**config.mk**
```make
export PLATFORM = sky130hd
export DESIGN_NAME = fbpd_decoder
export DESIGN_NICKNAME = d
export VERILOG_FILES = /design/src/hdl/fbpd_pkg.sv /design/src/hdl/fbpd_decoder.sv /design/src/hdl/fbpd_boot_map.sv
export SDC_FILE = /design/constraint.sdc
export NUM_CORES = 1
export LEC_CHECK = 0
export BUFFER_PORTS_ARGS = -buffer_cell sky130_fd_sc_hd__buf_2
export CAP_MARGIN = 10
export CORE_MARGIN = 1.5
export CORE_UTILIZATION = 26
export CTS_BUF_LIST = sky130_fd_sc_hd__clkbuf_16
export CTS_CLUSTER_SIZE = 25
export DETAILED_ROUTE_END_ITERATION = 10
export GPL_TIMING_DRIVEN = 0
export SKIP_CTS_REPAIR_TIMING = 1
export SLEW_MARGIN = 0
export SYNTH_ARGS = -nofsm -noshare
export SYNTH_HDL_FRONTEND = slang
export SYNTH_SLANG_ARGS = --single-unit
```
**constraint.sdc**
```tcl
create_clock -name clk -period 1.6 [get_ports clk]
set_input_delay 0.16 -clock clk [delete_from_list [all_inputs] [get_ports clk]]
set_output_delay 0.16 -clock clk [all_outputs]
set_load 0.01 [all_outputs]
```
**src/hdl/fbpd_pkg.sv**
```systemverilog
package fbpd_pkg;

  // ==========================================================
  // variants and widths
  localparam int VAR_4K  = 0;
  localparam int VAR_8K  = 1;
  localparam int VAR_16K = 2;

  localparam int PTR_W  = 16;
  localparam int ADDR_W = 14;
  localparam int PAGE_W = 8;
  localparam int WORD_W = 6;
  localparam int CODE_W = 2;

  localparam int PC_MSB_TBL   [3] = '{11, 12, 13};
  localparam int PAGE_MSB_TBL [3] = '{4, 5, 5};

  // ==========================================================
  // section maps, boot start indexed by boot-size code
  localparam logic [ADDR_W-1:0] BOOT_START_4K  [4] = '{14'h0C00, 14'h0E00, 14'h0F00, 14'h0F80};
  localparam logic [ADDR_W-1:0] BOOT_START_8K  [4] = '{14'h1C00, 14'h1E00, 14'h1F00, 14'h1F80};
  localparam logic [ADDR_W-1:0] BOOT_START_16K [4] = '{14'h3800, 14'h3C00, 14'h3E00, 14'h3F00};
  localparam logic [ADDR_W-1:0] SECTION_TOP    [3] = '{14'h0FFF, 14'h1FFF, 14'h3FFF};
  localparam logic [ADDR_W-1:0] BLOCKED_START  [3] = '{14'h0C00, 14'h1C00, 14'h3800};
  localparam logic [ADDR_W-1:0] ADDR_ONE           = 14'h0001;

  // ==========================================================
  // timing
  localparam int          SETTLE_CYCLES = 2;
  localparam logic [1:0]  SETTLE_LAST   = 2'(SETTLE_CYCLES - 1);

  // ==========================================================
  // types
  typedef enum logic [1:0] {
    CMD_FILL  = 2'b00,
    CMD_ERASE = 2'b01,
    CMD_WRITE = 2'b10,
    CMD_LOAD  = 2'b11
  } fbpd_cmd_t;

  typedef enum logic [1:0] {
    ST_SETTLE = 2'b00,
    ST_LATCH  = 2'b01,
    ST_RUN    = 2'b10
  } fbpd_state_t;

  typedef struct packed {
    fbpd_cmd_t          cmd;
    logic [PTR_W-1:0]   ptr;
    logic [15:0]        data;
  } fbpd_req_t;

  typedef struct packed {
    logic [ADDR_W-1:0]  boot_start;
    logic [ADDR_W-1:0]  app_end;
    logic [ADDR_W-1:0]  reset_addr;
    logic [ADDR_W-1:0]  section_top;
    logic [ADDR_W-1:0]  blocked_start;
  } fbpd_map_t;

  typedef struct packed {
    fbpd_cmd_t          cmd;
    logic [PAGE_W-1:0]  page_number_field;
    logic [WORD_W-1:0]  word_in_page_field;
    logic [ADDR_W-1:0]  flash_addr;
    logic [15:0]        data;
    logic [7:0]         load_byte;
    logic               in_boot;
    logic               in_blocked;
    logic               ptr_lsb_set;
    logic               word_bits_set;
  } fbpd_resp_t;

endpackage

```
**src/hdl/fbpd_decoder.sv**
```systemverilog
// What this block does
// - 4K variant: codes 11,10,01,00 give boot start F80,F00,E00,C00, top FFF.
// - 8K variant: boot start 1F80,1F00,1E00,1C00, also reset address, top 1FFF.
// - 16K variant: boot start 3F00,3E00,3C00,3800, top 3FFF.
// - 4K variant: 000-BFF readable during write, C00-FFF blocked.
// - 8K variant: 0000-1BFF readable during write, 1C00-1FFF blocked.
// - 16K variant: 0000-37FF readable during write, 3800-3FFF blocked.
// - 4K variant: 12-bit counter, 32-word pages, word index bits 4:0.
// - 8K variant: 13-bit counter, 64-word pages, word index bits 5:0.
// - 16K variant: 14-bit counter, 64-word pages, word index bits 5:0.
// - counter top bit sits one pointer bit higher: 12, 13 or 14.
// - word index top bit sits at pointer bit 5 or 6.
// - erase and write take the page from the pointer above the word field.
// - buffer fill takes the word from pointer bits 5:1 or 6:1.
// - pointer bits above the page field are ignored.
// - load uses pointer bit zero to pick the byte of the word.
// - erase and write take the page from the pointer, ignoring data.
`timescale 1ns/1ps
`default_nettype none

module fbpd_decoder
  import fbpd_pkg::*;
#(
  parameter int VARIANT = VAR_16K
) (
  input  wire logic        clk,
  input  wire logic        rst,
  input  wire logic        boot_size_select_hi,
  input  wire logic        boot_size_select_lo,
  input  wire logic        req_valid,
  input  wire fbpd_req_t   req,
  input  wire logic [15:0] flash_word,
  output logic             req_ready,
  output logic             resp_valid,
  output fbpd_resp_t       resp,
  output fbpd_map_t        map_out
);

  // ==========================================================
  // variant geometry
  localparam int PC_MSB   = PC_MSB_TBL[VARIANT];
  localparam int PAGE_MSB = PAGE_MSB_TBL[VARIANT];
  localparam int PC_W     = PC_MSB + 1;
  localparam int PG_BITS  = PAGE_MSB + 1;

  localparam logic [PTR_W-1:0] PC_MASK   = PTR_W'((32'h1 << PC_W) - 1);
  localparam logic [PTR_W-1:0] WORD_MASK = PTR_W'((32'h1 << PG_BITS) - 1);

  // ==========================================================
  // pointer decoding helpers
  // pointer bit 0 is the byte select, so the word address is shifted down one
  function automatic logic [ADDR_W-1:0] ptr_to_addr(input logic [PTR_W-1:0] p);
    logic [PTR_W-1:0] t;
    t = (p >> 1) & PC_MASK;
    return t[ADDR_W-1:0];
  endfunction

  function automatic logic [PAGE_W-1:0] ptr_to_page(input logic [PTR_W-1:0] p);
    logic [PTR_W-1:0] t;
    t = ((p >> 1) & PC_MASK) >> PG_BITS;
    return t[PAGE_W-1:0];
  endfunction

  function automatic logic [WORD_W-1:0] ptr_to_word(input logic [PTR_W-1:0] p);
    logic [PTR_W-1:0] t;
    t = (p >> 1) & WORD_MASK;
    return t[WORD_W-1:0];
  endfunction

  function automatic logic [7:0] pick_byte(input logic [15:0] w, input logic hi);
    return hi ? w[15:8] : w[7:0];
  endfunction

  // ==========================================================
  // fuse synchroniser
  logic [CODE_W-1:0] code_meta_r;
  logic [CODE_W-1:0] code_sync_r;

  always_ff @(posedge clk) begin
    if (rst) begin
      code_meta_r <= '0;
      code_sync_r <= '0;
    end else begin
      code_meta_r <= {boot_size_select_hi, boot_size_select_lo};
      code_sync_r <= code_meta_r;
    end
  end

  // ==========================================================
  // start-up sequence: settle, latch the boot size, then run
  fbpd_state_t       state_r;
  fbpd_state_t       state_nxt;
  logic [1:0]        settle_r;
  logic [1:0]        settle_nxt;
  logic [CODE_W-1:0] code_r;
  logic [CODE_W-1:0] code_nxt;

  always_comb begin
    state_nxt  = state_r;
    settle_nxt = settle_r;
    code_nxt   = code_r;
    unique case (state_r)
      ST_SETTLE: begin
        settle_nxt = settle_r + 2'h1;
        if (settle_r == SETTLE_LAST) begin
          state_nxt = ST_LATCH;
        end
      end
      ST_LATCH: begin
        code_nxt  = code_sync_r;
        state_nxt = ST_RUN;
      end
      ST_RUN: begin
        state_nxt = ST_RUN;
      end
      default: begin
        state_nxt = ST_SETTLE;
      end
    endcase
  end

  always_ff @(posedge clk) begin
    if (rst) begin
      state_r  <= ST_SETTLE;
      settle_r <= 2'h0;
      code_r   <= '0;
    end else begin
      state_r  <= state_nxt;
      settle_r <= settle_nxt;
      code_r   <= code_nxt;
    end
  end

  // ==========================================================
  // section map for the latched boot size
  fbpd_map_t map_comb;
  fbpd_map_t map_r;
  fbpd_map_t map_nxt;

  fbpd_boot_map #(
    .VARIANT (VARIANT)
  ) u_boot_map (
    .code (code_r),
    .map  (map_comb)
  );

  always_comb begin
    map_nxt = map_comb;
  end

  always_ff @(posedge clk) begin
    if (rst) begin
      map_r <= '0;
    end else begin
      map_r <= map_nxt;
    end
  end

  assign map_out = map_r;

  // ==========================================================
  // request decode
  logic       req_fire;
  fbpd_resp_t resp_r;
  fbpd_resp_t resp_nxt;
  logic       resp_valid_r;
  logic       resp_valid_nxt;

  assign req_ready = (state_r == ST_RUN);
  assign req_fire  = req_valid && req_ready;

  always_comb begin
    resp_nxt       = resp_r;
    resp_valid_nxt = 1'b0;
    if (req_fire) begin
      resp_valid_nxt              = 1'b1;
      resp_nxt.cmd                = req.cmd;
      resp_nxt.flash_addr         = ptr_to_addr(req.ptr);
      resp_nxt.page_number_field  = ptr_to_page(req.ptr);
      resp_nxt.word_in_page_field = ptr_to_word(req.ptr);
      // map_r lags the latched code by one edge, and the first request may land in that edge
      resp_nxt.in_boot            = ptr_to_addr(req.ptr) >= map_comb.boot_start;
      resp_nxt.in_blocked         = ptr_to_addr(req.ptr) >= map_r.blocked_start;
      resp_nxt.data               = '0;
      resp_nxt.load_byte          = '0;
      resp_nxt.ptr_lsb_set        = 1'b0;
      resp_nxt.word_bits_set      = 1'b0;
      unique case (req.cmd)
        CMD_FILL: begin
          resp_nxt.data        = req.data;
          resp_nxt.ptr_lsb_set = req.ptr[0];
        end
        CMD_ERASE: begin
          resp_nxt.ptr_lsb_set = req.ptr[0];
        end
        CMD_WRITE: begin
          resp_nxt.ptr_lsb_set   = req.ptr[0];
          resp_nxt.word_bits_set = ptr_to_word(req.ptr) != '0;
        end
        CMD_LOAD: begin
          resp_nxt.load_byte = pick_byte(flash_word, req.ptr[0]);
        end
      endcase
    end
  end

  always_ff @(posedge clk) begin
    if (rst) begin
      resp_r       <= '0;
      resp_valid_r <= 1'b0;
    end else begin
      resp_r       <= resp_nxt;
      resp_valid_r <= resp_valid_nxt;
    end
  end

  assign resp       = resp_r;
  assign resp_valid = resp_valid_r;

  // ==========================================================
  // checks
  property p_app_end;
    @(posedge clk) disable iff (rst)
    (state_r == ST_RUN) |-> (map_r.app_end + ADDR_ONE == map_r.boot_start)
      && (map_r.reset_addr == map_r.boot_start);
  endproperty
  a_app_end: assert property (p_app_end) else $error("app end not one below boot start");

  property p_boot_table;
    @(posedge clk) disable iff (rst)
    (state_r == ST_RUN) && $stable(code_r) |-> ##1 map_r.boot_start ==
      ((VARIANT == VAR_4K) ? BOOT_START_4K[$past(code_r)] :
       (VARIANT == VAR_8K) ? BOOT_START_8K[$past(code_r)] : BOOT_START_16K[$past(code_r)]);
  endproperty
  a_boot_table: assert property (p_boot_table) else $error("boot start mismatch");

  property p_top;
    @(posedge clk) disable iff (rst)
    (state_r == ST_RUN) |-> map_r.section_top == SECTION_TOP[VARIANT];
  endproperty
  a_top: assert property (p_top) else $error("section top mismatch");

  property p_blocked;
    @(posedge clk) disable iff (rst)
    resp_valid |-> resp.in_blocked == (resp.flash_addr >= BLOCKED_START[VARIANT]);
  endproperty
  a_blocked: assert property (p_blocked) else $error("blocked section flag wrong");

  property p_boot_flag;
    @(posedge clk) disable iff (rst)
    resp_valid |-> resp.in_boot == (resp.flash_addr >= map_r.boot_start);
  endproperty
  a_boot_flag: assert property (p_boot_flag) else $error("boot flag wrong");

  property p_addr;
    @(posedge clk) disable iff (rst)
    req_fire |=> resp_valid && resp.flash_addr == ADDR_W'(($past(req.ptr) >> 1) & PC_MASK);
  endproperty
  a_addr: assert property (p_addr) else $error("word address wrong");

  property p_high_ignored;
    @(posedge clk) disable iff (rst)
    resp_valid |-> (PTR_W'(resp.flash_addr) >> PC_W) == '0;
  endproperty
  a_high_ignored: assert property (p_high_ignored) else $error("high pointer bits leaked");

  property p_page;
    @(posedge clk) disable iff (rst)
    req_fire && (req.cmd == CMD_ERASE) |=>
      resp.page_number_field == PAGE_W'(resp.flash_addr >> PG_BITS) && resp.data == '0;
  endproperty
  a_page: assert property (p_page) else $error("erase page wrong or data kept");

  property p_word;
    @(posedge clk) disable iff (rst)
    req_fire && (req.cmd == CMD_FILL) |=>
      resp.word_in_page_field == WORD_W'($past(req.ptr[WORD_W:1]) & WORD_MASK[WORD_W-1:0]);
  endproperty
  a_word: assert property (p_word) else $error("fill word index wrong");

  property p_byte;
    @(posedge clk) disable iff (rst)
    req_fire && (req.cmd == CMD_LOAD) |=>
      resp.load_byte == ($past(req.ptr[0]) ? $past(flash_word[15:8]) : $past(flash_word[7:0]));
  endproperty
  a_byte: assert property (p_byte) else $error("load byte select wrong");

  property p_ready;
    @(posedge clk) $fell(rst) |-> ##[1:6] req_ready;
  endproperty
  a_ready: assert property (p_ready) else $error("not ready after reset");

endmodule

`default_nettype wire

```
**src/hdl/fbpd_boot_map.sv**
```systemverilog
`timescale 1ns/1ps
`default_nettype none

module fbpd_boot_map
  import fbpd_pkg::*;
#(
  parameter int VARIANT = VAR_16K
) (
  input  wire logic [CODE_W-1:0] code,
  output fbpd_map_t              map
);

  // ==========================================================
  // boot start lookup
  function automatic logic [ADDR_W-1:0] boot_start_of(input logic [CODE_W-1:0] c);
    logic [ADDR_W-1:0] s;
    s = BOOT_START_16K[c];
    if (VARIANT == VAR_4K) begin
      s = BOOT_START_4K[c];
    end else if (VARIANT == VAR_8K) begin
      s = BOOT_START_8K[c];
    end
    return s;
  endfunction

  // ==========================================================
  // section map
  always_comb begin
    map.boot_start    = boot_start_of(code);
    map.reset_addr    = boot_start_of(code);
    map.app_end       = boot_start_of(code) - ADDR_ONE;
    map.section_top   = SECTION_TOP[VARIANT];
    map.blocked_start = BLOCKED_START[VARIANT];
  end

endmodule

`default_nettype wire

```
==> results.sh <==
export IMPL_clock_skew_ns=0.00816
export IMPL_post_drt_wl_per_cell_um=11.9
export IMPL_worstSkewPairLatency_ns=0.32
export IMPL_power_mw=4.57
export IMPL_clockBufferDepth=2
export IMPL_crit_type="reg2reg"
export IMPL_grt_overflow_total=0
export IMPL_grtUsageTotal_pct=12.6
export IMPL_die_y_um=112
export IMPL_antenna_found_initial=1
export IMPL_ff2ff_path_depth=7
export IMPL_clk_pin_slew_ns=0.05
export IMPL_portBuffers=154
export IMPL_p_leak_nw=2.26
export IMPL_worst_pin_slew_ns=0.588
export IMPL_final_layout_size_suffix_gt1_share_pct=55.0
export IMPL_grt_start_max_net_pins=20
export IMPL_maxSlewHeadroom_pct=60.8
export IMPL_clock_fmax_ghz=0.668
export IMPL_ant_nets=0
export IMPL_cp_cell_sequence="inv_1 -> ha_2 -> and4bb_1 -> buf_6 -> buf_12 -> a22oi_2 -> nor2_2"
export IMPL_r2r_start="state_r[0]"
export IMPL_syn_inst=331
export IMPL_hold_violations=0
export IMPL_ios=185
export IMPL_drt_initial_drc_count=64
export IMPL_routed_wl_mm=7.96
export IMPL_stdcell_area_um2=4380
export IMPL_drcViolationCount=0
export IMPL_post_dp_cell_area_um2=4130
export IMPL_start_util_pct=26.8
export IMPL_cts_sinks=63
export IMPL_place_ws_ns=-0.175
export IMPL_max_stage_delay_ns=0.35
export IMPL_start_kind="flip-flop"
export IMPL_drv_slew=0
export IMPL_grt_setup_unrepaired="no"
export IMPL_n_antenna_cell=0
export IMPL_drtPass1Iterations=4
export IMPL_area_growth_pct=42.3
export IMPL_cts_max_level=3
export IMPL_hpwl_mm=6.21
export IMPL_yosys_warnings=0
export IMPL_place_congestion=0.726
export IMPL_status="finished, final reports clean"
export IMPL_viasPerCell=4.11
export IMPL_fin_crit_ns=1.50
export IMPL_multi_input_area_um2=1210
export IMPL_grt_pass1_vias=2580
export IMPL_fin_hold_ws_ns=0.0563
export IMPL_cts_buffers=9
export IMPL_grt_pass1_wl_mm=12.4
export IMPL_worst_path_max_delay_cell="dfxtp_1"
export IMPL_regToRegEndpoint="resp[22]"
export IMPL_cts_tree="done"
export IMPL_cts_root_buf="clkbuf_16"
export IMPL_rows=39
export IMPL_synth_cell_types=38
export IMPL_avgSynthCellArea_um2=9.30
export IMPL_crit_fanout=10
export IMPL_power_density_nw_per_um2=1040
export IMPL_endpoint_kind="flip-flop"
export IMPL_dieArea_um2=12500
export IMPL_hp_class="in2reg"
export IMPL_layout_nets=587
export IMPL_chipWidth_um=112
export IMPL_synth_seq_cells=63
export IMPL_hp_start="boot_size_select_lo"
export IMPL_final_setup_worst_slack_ns=0.103
export IMPL_seqCellArea_um2=1260
export IMPL_fillCellCount=1201
export IMPL_core_um2=11500
export IMPL_crit_start="state_r[0]"
export IMPL_setup_viol=0
export IMPL_ys_seq_area_share_pct=41.0
export IMPL_vdd_drop_max_uv=371
export IMPL_num_vias=2742
export IMPL_synth_area_um2=3080
export IMPL_drv_cap=0
export IMPL_arrival_ns=1.70
export IMPL_cp_required_ns=1.80
export IMPL_critPathCapture="resp[22]"
export IMPL_r2r_slack_ns=0.10
export IMPL_post_route_period_util_pct=93.6
[through the flow]
step / util [%] / TNS [ns] / instances
global placement: 36.0 / -0.0583 / 654
global route: 38.2 / 0 / 667
floorplan: - / 0 / 357
finish: 38.2 / 0 / 667
CTS: 38.1 / -0.295 / 667
detailed placement: 36.0 / -0.188 / 654
[how the worst min path moves through the flow]
stage,to,cells after the start
6_report,code_meta_r[0],2
2_1_floorplan,code_meta_r[0],1
3_3_place_gp,code_meta_r[0],2
5_1_grt,code_meta_r[1],2
3_5_place_dp,code_meta_r[0],2
4_1_cts,code_meta_r[0],2
[cell usage after synthesis (all sizes together)]
library cell	n	share of area [%]
buf	91	22
dfxtp	63	41
nand2	36	4.5
nor2	35	5.1
a22oi	24	7.5
a21oi	21	3.4
ha	10	4.1
mux2	8	2.9
inv	7	0.85
mux2i	5	1.6
nor2b	5	1.0
and3	2	0.41
and4bb	2	0.81
clkbuf	2	0.24
nand2b	2	0.41
nor3	2	0.33
nor4	2	0.41
a211o	1	0.28
a211oi	1	0.24
a311o	1	0.33
a32o	1	0.33
and2	1	0.20
and3b	1	0.28
and4	1	0.28
conb	1	0.12
nand3	1	0.16
nand4	1	0.20
o21a	1	0.24
o21ai	1	0.16
o21bai	1	0.24
xnor2	1	0.28
[where the power goes]
part	internal [mW]	switching, mW	total (mW)
Clock	1.00	0.630	1.63
Sequential	1.70	0.0880	1.79
Combinational	0.555	0.601	1.16
[final cells by class]
cell class	instances	share of cell area, %
Sequential cell	63	28.9
Multi-Input combinational cell	194	27.6
Timing Repair Buffer	154	17.6
Buffer	93	15.7
Clock buffer	9	5.14
Tap cell	143	4.09
Inverter	7	0.600
Clock inverter	4	0.400
[per-layer routing]
metal | global-route usage (%) | vias to the layer above | part of all wire (%)
met5 | 0 | - | 0.13
met3 | 5.39 | 8 | 9.7
met2 | 22.0 | 122 | 48
li1 | - | 1373 | -
met4 | 3.54 | 2 | 1.1
met1 | 14.0 | 1237 | 41
[state kept, by name, indices dropped and copies added, names as in the netlist]
register,count
resp,44
map_out,8
code_meta_r,2
code_r,2
code_sync_r,2
settle_r,2
state_r,2
resp_valid,1
[cell usage in the layout, fill, tap and decap left out, types with 2 or more instances in the layout]
master,instances
buf_4,79
nand2_1,35
and3_1,2
mux2i_1,5
clkinv_2,2
nor2_1,25
nand2b_1,2
clkbuf_1,2
ha_1,9
a21oi_1,21
buf_2,163
nor2b_1,5
nor3_1,2
mux2_2,8
buf_6,2
nor4_1,2
inv_1,8
a22oi_1,14
dfxtp_1,62
nor2_2,10
conb_1,27
a22oi_2,10
clkbuf_16,9
[logic make-up after synthesis]
group | count (synthesis) | share of synthesized area (%)
buffers and inverters | 100 | 23.2
and+or+nand+nor | 91 | 14.1
muxes | 13 | 4.55
xor gates and xnor gates | 1 | 0.285
AOI/OAI and AO/OA | 52 | 12.7
DFF | 63 | 41.0
adders and majority gates | 10 | 4.07
other | 1 | 0.122
[worst max-delay path: cells and delay by family (launching register included)]
family          cells  cell delay, ns
buf+inv             3            0.37
flops               1            0.35
simple gates        2            0.28
fa+ha+maj           1            0.25
compound gates      1            0.13
Power figures use the tool's default switching activity.
